File: config.mk
export PLATFORM = sky130hd
export DESIGN_NAME = gpio_ports_fg
export DESIGN_NICKNAME = d
export VERILOG_FILES = /design/src/gpio_fg_pkg.sv /design/src/gpio_pin_cell.sv /design/src/gpio_ports_fg.sv
export SDC_FILE = /design/constraint.sdc
export NUM_CORES = 1
export LEC_CHECK = 0
export BUFFER_PORTS_ARGS = -buffer_cell sky130_fd_sc_hd__buf_4
export CAP_MARGIN = 30
export CORE_ASPECT_RATIO = 2
export CORE_MARGIN = 2
export CORE_UTILIZATION = 49
export CTS_BUF_LIST = sky130_fd_sc_hd__clkbuf_4 sky130_fd_sc_hd__clkbuf_8
export DETAILED_ROUTE_END_ITERATION = 6
export PLACE_DENSITY_LB_ADDON = 0.12
export SKIP_LAST_GASP = 1
export SLEW_MARGIN = 30
export SYNTH_ARGS = -nofsm -noshare
export SYNTH_HDL_FRONTEND = slang
export SYNTH_SLANG_ARGS = --single-unit
export TNS_END_PERCENT = 20
File: constraint.sdc
create_clock -name core_clk -period 2.05 [get_ports core_clk]
set_clock_uncertainty 0.15 [all_clocks]
set_input_delay 0.41 -clock core_clk [delete_from_list [all_inputs] [get_ports core_clk]]
set_output_delay 0.41 -clock core_clk [all_outputs]
set_load 0.05 [all_outputs]
File: src/gpio_fg_pkg.sv
// Contract
// - Second-port direction one tristates the pin
// - Second-port direction zero drives latch bit
// - Second port: six pins, five bidirectional
// - Second-port latch read returns latch value
// - Peripheral forced direction never stored
// - Second-port pins are inputs after reset
// - Input-only bit digital when clear disabled
// - Input-only bit is master clear, never drives
// - Second-port bits zero-two shared with CAN
// - Second-port bit four selectable PWM output
// - First-port bits one, two comparator outputs
// - First-port bit five comparator reference out
// - First-port bit seven serial slave select
// - Comparators off, analog config makes digital
// - First-port direction one tristates, zero drives
// - First-port latch read returns latch value
// - First-port pins six-zero read zero analog
package gpio_fg_pkg;

    // ------------------------------------------------------------
    // Register byte offsets
    // ------------------------------------------------------------
    localparam logic [7:0] first_dir_off = 8'h00;
    localparam logic [7:0] first_pins_off = 8'h04;
    localparam logic [7:0] first_latch_off = 8'h08;
    localparam logic [7:0] second_dir_off = 8'h0c;
    localparam logic [7:0] second_pins_off = 8'h10;
    localparam logic [7:0] second_latch_off = 8'h14;
    localparam logic [7:0] analog_cfg_off = 8'h18;
    localparam logic [7:0] comp_ctrl_off = 8'h1c;
    localparam logic [7:0] periph_en_off = 8'h20;
    localparam logic [7:0] config_off = 8'h24;

    // ------------------------------------------------------------
    // Widths and reset values
    // ------------------------------------------------------------
    localparam int first_w = 8;
    localparam int second_w = 6;
    localparam int second_io_w = 5;
    localparam logic [7:0] first_dir_rst = 8'hff;
    localparam logic [7:0] first_latch_rst = 8'h00;
    localparam logic [4:0] second_dir_rst = 5'h1f;
    localparam logic [4:0] second_latch_rst = 5'h00;
    localparam logic [3:0] analog_cfg_rst = 4'h0;
    localparam logic [2:0] comp_ctrl_rst = 3'h0;
    // Values that make every first-port pin digital
    localparam logic [3:0] analog_all_digital = 4'hf;
    localparam logic [2:0] comp_all_off = 3'h7;

    // ------------------------------------------------------------
    // Field positions in the peripheral enable register
    // ------------------------------------------------------------
    localparam int pen_can = 0;
    localparam int pen_pwm4 = 1;
    localparam int pen_cmp1_out = 2;
    localparam int pen_cmp2_out = 3;
    localparam int pen_ref_out = 4;
    localparam int pen_ssel = 5;
    localparam int pen_w = 6;

endpackage : gpio_fg_pkg

File: src/gpio_pin_cell.sv
`timescale 1ns/1ps
// ----------------------------------------------------------------
// One pin: direction, latch and peripheral override
// ----------------------------------------------------------------
module gpio_pin_cell (
    // Stored port state
    input wire logic dir_bit,
    input wire logic latch_bit,
    // Peripheral override
    input wire logic periph_en,
    input wire logic periph_oe,
    input wire logic periph_out,
    // Pad side
    output logic pad_out,
    output logic pad_oe
);

    // Override acts on the pad only; the stored bit is untouched
    always_comb begin
        if (periph_en) begin
            pad_oe = periph_oe;
            pad_out = periph_out;
        end else begin
            pad_oe = ~dir_bit;
            pad_out = latch_bit;
        end
    end

endmodule : gpio_pin_cell

File: src/gpio_ports_fg.sv
`timescale 1ns/1ps
// ----------------------------------------------------------------
// Two general purpose ports behind an APB slave
// ----------------------------------------------------------------
module gpio_ports_fg (
    // Clock and reset
    input wire logic core_clk,
    input wire logic arst_n,
    // APB slave
    input wire logic psel,
    input wire logic penable,
    input wire logic pwrite,
    input wire logic [7:0] paddr,
    input wire logic [31:0] pwdata,
    output logic [31:0] prdata,
    output logic pready,
    output logic pslverr,
    // First port pads
    input wire logic [7:0] first_pad_in,
    output logic [7:0] first_pad_out,
    output logic [7:0] first_pad_oe,
    // Second port pads, bit five input only
    input wire logic [5:0] second_pad_in,
    output logic [4:0] second_pad_out,
    output logic [4:0] second_pad_oe,
    // Master clear strap and resulting reset request
    input wire logic master_clear_enable_bit,
    output logic master_clear_input,
    // CAN peripheral
    input wire logic can_transmit_pin,
    input wire logic can_complement_transmit_pin,
    input wire logic can_complement_oe,
    output logic can_receive_pin,
    // PWM peripheral
    input wire logic pwm_output_four,
    // Comparator block
    input wire logic comparator_one_output,
    input wire logic comparator_two_output,
    input wire logic comparator_reference_output,
    output logic [2:0] comparator_mode,
    output logic [3:0] analog_pin_mode,
    // Serial port slave select
    output logic slave_select_n
);

    // ------------------------------------------------------------
    // Register state
    // ------------------------------------------------------------
    logic [7:0] first_port_direction_reg; // Stored direction, 1 = input
    logic [7:0] first_port_latch_reg; // Output latch
    logic [4:0] second_port_direction_reg; // Five drivable pins only
    logic [4:0] second_port_latch_reg; // Output latch
    logic [3:0] analog_pin_configuration_reg; // Analog selection
    logic [2:0] comparator_control_reg; // Comparator mode
    logic [5:0] periph_en_reg; // Peripheral selects per function
    logic [31:0] prdata_next; // Read mux result
    logic wr_en; // Write taken this edge
    logic [7:0] first_analog; // First-port pins in analog mode
    logic [7:0] first_pen; // Per-pin peripheral enable
    logic [7:0] first_poe; // Per-pin peripheral output enable
    logic [7:0] first_pout; // Per-pin peripheral data
    logic [7:0] first_pins_view; // What software reads as pin level
    // Second port override set; bit five has no driver at all
    logic [4:0] second_pen;
    logic [4:0] second_poe;
    logic [4:0] second_pout;
    logic [5:0] second_pins_view;
    logic digital_mode; // Comparators off and pins digital

    // Zero-wait slave: every access finishes in its first access cycle
    assign pready = 1'b1;
    // Writes land at the access edge; unmapped offsets hit nothing
    assign wr_en = psel & penable & pwrite;

    // Decode a byte offset against one register offset
    function automatic logic hit(input logic [7:0] a, input logic [7:0] o);
        hit = (a == o);
    endfunction : hit

    // Unmapped offsets answer with an error
    function automatic logic mapped(input logic [7:0] a);
        mapped = hit(a, gpio_fg_pkg::first_dir_off) |
                 hit(a, gpio_fg_pkg::first_pins_off) |
                 hit(a, gpio_fg_pkg::first_latch_off) |
                 hit(a, gpio_fg_pkg::second_dir_off) |
                 hit(a, gpio_fg_pkg::second_pins_off) |
                 hit(a, gpio_fg_pkg::second_latch_off) |
                 hit(a, gpio_fg_pkg::analog_cfg_off) |
                 hit(a, gpio_fg_pkg::comp_ctrl_off) |
                 hit(a, gpio_fg_pkg::periph_en_off) |
                 hit(a, gpio_fg_pkg::config_off);
    endfunction : mapped

    assign pslverr = psel & penable & ~mapped(paddr);

    // ------------------------------------------------------------
    // First port registers
    // ------------------------------------------------------------
    // Direction register; overrides never land here
    always_ff @(posedge core_clk or negedge arst_n) begin
        if (!arst_n) begin
            first_port_direction_reg <= gpio_fg_pkg::first_dir_rst;
        end else if (wr_en && hit(paddr, gpio_fg_pkg::first_dir_off)) begin
            first_port_direction_reg <= pwdata[7:0];
        end
    end

    // Latch written through either the pins or the latch offset
    always_ff @(posedge core_clk or negedge arst_n) begin
        if (!arst_n) begin
            first_port_latch_reg <= gpio_fg_pkg::first_latch_rst;
        end else if (wr_en && (hit(paddr, gpio_fg_pkg::first_pins_off) ||
                 hit(paddr, gpio_fg_pkg::first_latch_off))) begin
            first_port_latch_reg <= pwdata[7:0];
        end
    end

    // ------------------------------------------------------------
    // Second port registers
    // ------------------------------------------------------------
    // inputs after reset
    always_ff @(posedge core_clk or negedge arst_n) begin
        if (!arst_n) begin
            second_port_direction_reg <= gpio_fg_pkg::second_dir_rst;
        end else if (wr_en && hit(paddr, gpio_fg_pkg::second_dir_off)) begin
            second_port_direction_reg <= pwdata[4:0];
        end
    end

    // Latch reset is undefined in hardware; zero keeps sims clean
    always_ff @(posedge core_clk or negedge arst_n) begin
        if (!arst_n) begin
            second_port_latch_reg <= gpio_fg_pkg::second_latch_rst;
        end else if (wr_en && (hit(paddr, gpio_fg_pkg::second_pins_off) ||
                 hit(paddr, gpio_fg_pkg::second_latch_off))) begin
            second_port_latch_reg <= pwdata[4:0];
        end
    end

    // ------------------------------------------------------------
    // Mode registers
    // ------------------------------------------------------------
    // Analog and comparator setup, plus peripheral selects
    always_ff @(posedge core_clk or negedge arst_n) begin
        if (!arst_n) begin
            analog_pin_configuration_reg <= gpio_fg_pkg::analog_cfg_rst;
            comparator_control_reg <= gpio_fg_pkg::comp_ctrl_rst;
            periph_en_reg <= '0;
        end else if (wr_en) begin
            // Each mode register decodes its own offset
            if (hit(paddr, gpio_fg_pkg::analog_cfg_off)) begin
                analog_pin_configuration_reg <= pwdata[3:0];
            end
            if (hit(paddr, gpio_fg_pkg::comp_ctrl_off)) begin
                comparator_control_reg <= pwdata[2:0];
            end
            if (hit(paddr, gpio_fg_pkg::periph_en_off)) begin
                periph_en_reg <= pwdata[gpio_fg_pkg::pen_w-1:0];
            end
        end
    end

    // Analog and comparator mode registers go straight out to the analog blocks
    assign comparator_mode = comparator_control_reg;
    assign analog_pin_mode = analog_pin_configuration_reg;

    assign digital_mode =
        (comparator_control_reg == gpio_fg_pkg::comp_all_off) &&
        (analog_pin_configuration_reg == gpio_fg_pkg::analog_all_digital);
    assign first_analog = digital_mode ? 8'h00 : 8'h7f;

    // ------------------------------------------------------------
    // First port peripheral overrides
    // ------------------------------------------------------------
    // Pins without a peripheral stay with direction and latch
    always_comb begin
        first_pen = 8'h00;
        first_poe = 8'h00;
        first_pout = 8'h00;
        first_pen[1] = periph_en_reg[gpio_fg_pkg::pen_cmp2_out];
        first_poe[1] = 1'b1;
        first_pout[1] = comparator_two_output;
        first_pen[2] = periph_en_reg[gpio_fg_pkg::pen_cmp1_out];
        first_poe[2] = 1'b1;
        first_pout[2] = comparator_one_output;
        first_pen[5] = periph_en_reg[gpio_fg_pkg::pen_ref_out];
        first_poe[5] = 1'b1;
        first_pout[5] = comparator_reference_output;
        first_pen[7] = periph_en_reg[gpio_fg_pkg::pen_ssel];
        first_poe[7] = 1'b0;
    end

    // Slave select idles high when the function is off
    assign slave_select_n = periph_en_reg[gpio_fg_pkg::pen_ssel] ?
                            first_pad_in[7] : 1'b1;

    // ------------------------------------------------------------
    // Second port peripheral overrides
    // ------------------------------------------------------------
    // CAN owns bits zero to two together; bit three has no peripheral
    always_comb begin
        second_pen = 5'h00;
        second_poe = 5'h00;
        second_pout = 5'h00;
        second_pen[0] = periph_en_reg[gpio_fg_pkg::pen_can];
        second_poe[0] = 1'b1;
        second_pout[0] = can_transmit_pin;
        second_pen[1] = periph_en_reg[gpio_fg_pkg::pen_can];
        second_poe[1] = can_complement_oe;
        second_pout[1] = can_complement_transmit_pin;
        second_pen[2] = periph_en_reg[gpio_fg_pkg::pen_can];
        second_poe[2] = 1'b0;
        second_pen[4] = periph_en_reg[gpio_fg_pkg::pen_pwm4];
        second_poe[4] = 1'b1;
        second_pout[4] = pwm_output_four;
    end

    // Receive idles recessive (high) when CAN does not own the pin
    assign can_receive_pin = periph_en_reg[gpio_fg_pkg::pen_can] ?
                             second_pad_in[2] : 1'b1;

    // ------------------------------------------------------------
    // Pin cells
    // ------------------------------------------------------------
    // One cell per drivable pin; the input-only pin has none
    genvar i;
    generate
        for (i = 0; i < gpio_fg_pkg::first_w; i++) begin : g_first
            gpio_pin_cell u_cell (
                .dir_bit(first_port_direction_reg[i]),
                .latch_bit(first_port_latch_reg[i]),
                .periph_en(first_pen[i]),
                .periph_oe(first_poe[i]),
                .periph_out(first_pout[i]),
                .pad_out(first_pad_out[i]),
                .pad_oe(first_pad_oe[i])
            );
        end
        for (i = 0; i < gpio_fg_pkg::second_io_w; i++) begin : g_second
            gpio_pin_cell u_cell (
                .dir_bit(second_port_direction_reg[i]),
                .latch_bit(second_port_latch_reg[i]),
                .periph_en(second_pen[i]),
                .periph_oe(second_poe[i]),
                .periph_out(second_pout[i]),
                .pad_out(second_pad_out[i]),
                .pad_oe(second_pad_oe[i])
            );
        end
    endgenerate

    // ------------------------------------------------------------
    // Pin views and master clear
    // ------------------------------------------------------------
    // analog pins read zero
    assign first_pins_view = first_pad_in & ~first_analog;
    assign master_clear_input = master_clear_enable_bit ?
                                second_pad_in[5] : 1'b1;
    assign second_pins_view = {
        second_pad_in[5] & ~master_clear_enable_bit,
        second_pad_in[4:0]
    };

    // ------------------------------------------------------------
    // Read mux
    // ------------------------------------------------------------
    always_comb begin
        prdata_next = 32'h0000_0000;
        case (paddr)
            // Stored direction; overrides are not shown here
            gpio_fg_pkg::first_dir_off: begin
                prdata_next[7:0] = first_port_direction_reg;
            end
            gpio_fg_pkg::first_pins_off: begin
                prdata_next[7:0] = first_pins_view;
            end
            gpio_fg_pkg::first_latch_off: begin
                prdata_next[7:0] = first_port_latch_reg;
            end
            // Only the five drivable pins have a direction bit
            gpio_fg_pkg::second_dir_off: begin
                prdata_next[4:0] = second_port_direction_reg;
            end
            // Pin levels, input-only bit included
            gpio_fg_pkg::second_pins_off: begin
                prdata_next[5:0] = second_pins_view;
            end
            gpio_fg_pkg::second_latch_off: begin
                prdata_next[4:0] = second_port_latch_reg;
            end
            // Analog selection readback
            gpio_fg_pkg::analog_cfg_off: begin
                prdata_next[3:0] = analog_pin_configuration_reg;
            end
            // Comparator mode readback
            gpio_fg_pkg::comp_ctrl_off: begin
                prdata_next[2:0] = comparator_control_reg;
            end
            // Peripheral selects readback
            gpio_fg_pkg::periph_en_off: begin
                prdata_next[5:0] = periph_en_reg;
            end
            // Status: strap level and digital mode, read only
            gpio_fg_pkg::config_off: begin
                prdata_next[0] = master_clear_enable_bit;
                prdata_next[1] = digital_mode;
            end
            // Unmapped offsets read zero
            default: begin
                prdata_next = 32'h0000_0000;
            end
        endcase
    end

    // Read data registered in the setup cycle, valid in access cycle
    // A pin change during the access cycle shows on the next read only
    always_ff @(posedge core_clk or negedge arst_n) begin
        if (!arst_n) begin
            prdata <= 32'h0000_0000;
        end else if (psel && !penable && !pwrite) begin
            prdata <= prdata_next;
        end
    end

endmodule : gpio_ports_fg

[Yosys cells after proc, flatten, opt, wreduce, memory -nomap -nowiden]
Cells that the tools add are included.
Word-level totals
  input bits: 67
  output and inout bits: 70
  flip-flop bits (word level): 47
Cells by class
  equal/unequal tests: 11
  reductions and logical operators: 15
  bitwise operators: 30
  multiplexer cells: 26
Operator list (count)
  equality test 8 x 5 -> 1 bit, second input constant: 4
  case mux 2 bit (10 select lines): 1
  2-to-1 mux 1 bit: 19
  equality test 8 x 4 -> 1 bit, second input constant: 2
  equality test 8 x 6 -> 1 bit, second input constant: 2
  inverter 1 bit: 15
  OR 1 bit: 9
  case mux 1 bit (9 select lines): 1
  AND 8 bit: 1
  equality test 8 x 3 -> 1 bit, second input constant: 1
  logical NOT 8 bit: 1
  inverter 7 -> 8 bit: 1
  case mux 1 bit (8 select lines): 1
  logical AND 1 bit: 7
  2-to-1 mux 7 bit: 1
  case mux 1 bit (7 select lines): 1
  case mux 2 bit (3 select lines): 1
  AND reduction 2 bit: 3
  case mux 1 bit (5 select lines): 1
  AND 1 bit: 4
  equality test 4 bit, second input constant: 1
  equality test 3 bit, second input constant: 1
  logical NOT 1 bit: 2
  logical OR 1 bit: 2

[Longest topological paths before layout]
  depth in word-level cells: 12
  gate-level depth with buffers: 7
  gate-level depth less buffers: 5

[Hierarchy]
Synthesis repeated with hierarchy kept, for this count alone.
Unflattened totals
  cells, all modules: 293
  area total of the unflattened synthesis: 3108.0 um^2
Modules (own cells, without submodules)
  gpio_ports_fg: area each 2798.9 um^2, instances 1, sequential area each 1192.4 um^2, cells an instance 254
  gpio_pin_cell: area each 23.8 um^2, instances 13, sequential area each 0.0 um^2, cells an instance 3

[Worst setup path before layout]
Ideal clock, no wire load.
  kind: input-to-output
  start point: input paddr[3]
  end point: output pslverr
  arrival: 1.578 ns
  stages: 5
  buffers on the path: 2
  slack: -0.088 ns
  cells stage by stage: clkbuf_1 -> clkbuf_1 -> o21ai_0 -> nand2_1 -> and3_1
On the way
  word-level cells in the longest chain between the ends: 12
  elaborated cells between the ends (all ways): 21
  those cells by class: 9 x eq/ne; 11 x bitwise; 1 x reduce/logical
RTL lines
  start, declared: line gpio_ports_fg.sv:13  | input wire logic [7:0] paddr,
  equality test 8 x 3 -> 1 bit or logical NOT 8 bit (tied branches): line gpio_ports_fg.sv:77  | hit = (a == o);
  OR 1 bit: line gpio_ports_fg.sv:82  | mapped = hit(a, gpio_fg_pkg::first_dir_off) |
  OR 1 bit: line gpio_ports_fg.sv:83  | hit(a, gpio_fg_pkg::first_pins_off) |
  OR 1 bit: line gpio_ports_fg.sv:84  | hit(a, gpio_fg_pkg::first_latch_off) |
  OR 1 bit: line gpio_ports_fg.sv:85  | hit(a, gpio_fg_pkg::second_dir_off) |
  OR 1 bit: line gpio_ports_fg.sv:86  | hit(a, gpio_fg_pkg::second_pins_off) |
  OR 1 bit: line gpio_ports_fg.sv:87  | hit(a, gpio_fg_pkg::second_latch_off) |
  OR 1 bit: line gpio_ports_fg.sv:88  | hit(a, gpio_fg_pkg::analog_cfg_off) |
  OR 1 bit: line gpio_ports_fg.sv:89  | hit(a, gpio_fg_pkg::comp_ctrl_off) |
  OR 1 bit (*): line gpio_ports_fg.sv:90  | hit(a, gpio_fg_pkg::periph_en_off) |
  inverter 1 bit (*): line gpio_ports_fg.sv:94  | assign pslverr = psel & penable & ~mapped(paddr);
  AND 1 bit (*): line gpio_ports_fg.sv:94
  end, declared: line gpio_ports_fg.sv:17  | output logic pslverr,
Every way passes the cells marked *; elsewhere a longest branch is shown, timed or not.

[Worst setup path in the final report]
  start point: input paddr[1]
  end point: output pslverr
Same word-level chain as after synthesis.

==> results.cfg <==
[min_path]
min_path_type = in -> reg

[setup_path]
worst-path-buf-inv = 3
end_kind = output pin
crit_path_max_fanout = 3
max_stage_delay_ns = 0.28
crit_top_cell = buf_4
path_class = in -> out
cp-start-kind = input pin
cp_slowest_cell = nor4_4
critical_path_arrival_ns = 1.43
critPathRequiredTime_ns = 1.49
crit_path_cell_trace = buf_4 -> nor4_4 -> buf_4 -> nand2_1 -> and3_2 -> buf_4
path_delay_family = simple AND/OR/NAND/NOR gates

[cts]
insertion_delay_ns = 0.31
clk_path_buf_depth = 2
cts_made_buffers = 5
cts_tree = built
root_buffer = clkbuf_8
clk_pin_slew_ns = 0.09
cts_max_level = 2
cts_sinks = 47

[detailed_routing]
drc = 0
via_count = 2443
drt_iter0_drc = 78
detail_route.first_pass.iterations = 4
antenna_left = 0
viasPerCell = 5.39
wl_mm = 8.09
wl_per_cell_um = 17.9

[yosys]
avgSynthCellArea_um2 = 10.3
synth_cell_type_count = 47
netlist_top_cells_area = dfrtp_1, mux2_2, buf_4
yosys_warnings = 0
synth_commonest_cells = buf_4, mux2_2, dfrtp_1
ys_async_sr_fraction = 1.00
synth_top_area_frac = 0.281
yosysMostFrequentCell = buf_4
syn_inst = 295
yosysSeqAreaShare = 0.393
synth-edff-count = 0
ys.flop_type = dfrtp_1
synth-seq-cells = 47
synthesis.area_um2 = 3030
yosysTopAreaCell = dfrtp_1

[floorplan]
placementRows = 40
die_y_um = 115
start_util = 0.505
die_width_um = 59.6
ioPinCount = 137
dieArea_um2 = 6870
coreArea_um2 = 6010

[sta]
hold_viol = 0
worst_hold_slack_ns = 0.188
max_freq_mhz = 502
finalMaxSlewViolations = 0
rsz0062_at_grt = no
slew_headroom = 0.607
layout_min_cycle_time_ns = 1.99
post-route-period-util = 0.972
setup_ws_ns = 0.0579
setup_viol = 0
worst_pin_slew_ns = 0.589
tns_ns = 0

[layout]
antenna_cells = 0
design_area_um2 = 3850
nFillCells = 542
drive_above_1_share = 0.528
syn_to_final_growth_pct = 26.9
num-nets-final = 456

[flow_run]
drv_cap = 0

[power]
leakage_uw = 0.00188
powerDensity_nw_per_um2 = 549
power_uw = 2110
vdd_drop_max_uv = 649

[global_route]
grt_max_degree = 48
grt_pass1_wl_mm = 12.3
grt_pass1_vias = 2357
antenna_found_initial = 0
grt.overflow.total = 0
grtUsageTotal = 0.247

[placed_design]
place.gp.congestion = 0.919
dpl-instance-area_um2 = 3710
dp_slack_ns = -0.0692
numPortBuffers = 87
place_hpwl_mm = 6.51

[run_status]
status = finished, final reports clean
-- where the power goes --
part	internal, µW	switching, µW	leakage [µW]	total [µW]
sequential	951	16.5	0.000603	967
combinational	153	309	0.00122	462
clock	363	320	0.0000581	683
-- final timing paths --
check                                         from                           to  slack, ns  depth (start not counted)
max in group asynchronous                   arst_n     second_port_latch_reg[4]       0.86                          2
worst min register to register           prdata[7]                    prdata[7]       0.33                          2
worst min-delay path                     pwdata[7]  first_port_direction_reg[7]       0.19                          2
worst max register to register  analog_pin_mode[3]                    prdata[2]       0.24                          6
min in group asynchronous                   arst_n                    prdata[6]       0.50                          2
worst max-delay path                      paddr[1]                      pslverr       0.06                          6
-- worst register-to-register path: stages (launching register included) --
cell and delay (ns):
dfrtp_1 0.42, and4_1 0.20, nand4_1 0.20, nor4b_4 0.33
buf_4 0.17, a22oi_1 0.08, o211ai_1 0.19
-- routing by layer --
| metal | up-vias | track usage | wire (µm) |
|---|---|---|---|
| li1 | 1149 | - | - |
| met1 | 1187 | 0.268 | 2890 |
| met2 | 90 | 0.442 | 4510 |
| met3 | 17 | 0.0405 | 362 |
| met4 | 0 | 0.127 | 330 |
| met5 | - | 0 | 0 |
-- per-stage QoR --
| step | utilization | cells |
|---|---|---|
| after floorplan | - | 318 |
| after global placement | 0.618 | 444 |
| after detailed placement | 0.618 | 444 |
| after CTS | 0.640 | 453 |
| after global routing | 0.640 | 453 |
| final | 0.640 | 453 |
-- cell type report --
cell class | instances | area, µm² | area share
multi-input cells | 203 | 1490 | 0.387
flip-flops and latches | 47 | 1190 | 0.310
repair buffers | 127 | 956 | 0.249
well taps | 63 | 78.8 | 0.0205
clock buffers | 5 | 68.8 | 0.0179
clock inverters | 3 | 43.8 | 0.0114
inverters | 5 | 18.8 | 0.00488
-- logic make-up (layout without fill, tap and decap cells) --
kind of cell,Yosys count,in the layout,synth area share
other cells,2,25,0.00248
buf+inv,68,140,0.150
compound gates,40,40,0.0838
flops,47,47,0.393
simple gates,80,80,0.154
mux,58,58,0.216
-- placed cells by master (no fill, tap or decap), types with 3 or more instances in the layout --
cell type,synthesis,final
buf_4,51,126
mux2_2,50,50
dfrtp_1,34,34
conb_1,2,25
nand2_1,20,20
dfstp_2,13,13
o21ai_0,12,12
nor2_1,12,12
a21oi_1,12,12
nand2b_1,8,8
mux2i_1,7,7
inv_1,5,5
nand3_1,5,5
clkbuf_8,0,5
nor2b_1,4,4
and3_1,5,4
nand4_1,4,4
nor3_1,4,4
a22oi_1,4,4
and2_1,3,3
-- timing repair --
action                     4_1_cts  5_1_grt
gates resized for setup          2        0
setup endpoints to repair        1        0
buffers inserted                 0        0
hold buffers                     1        0
hold endpoints to repair        34        0
Note: power is estimated with default switching activity, not from simulation.
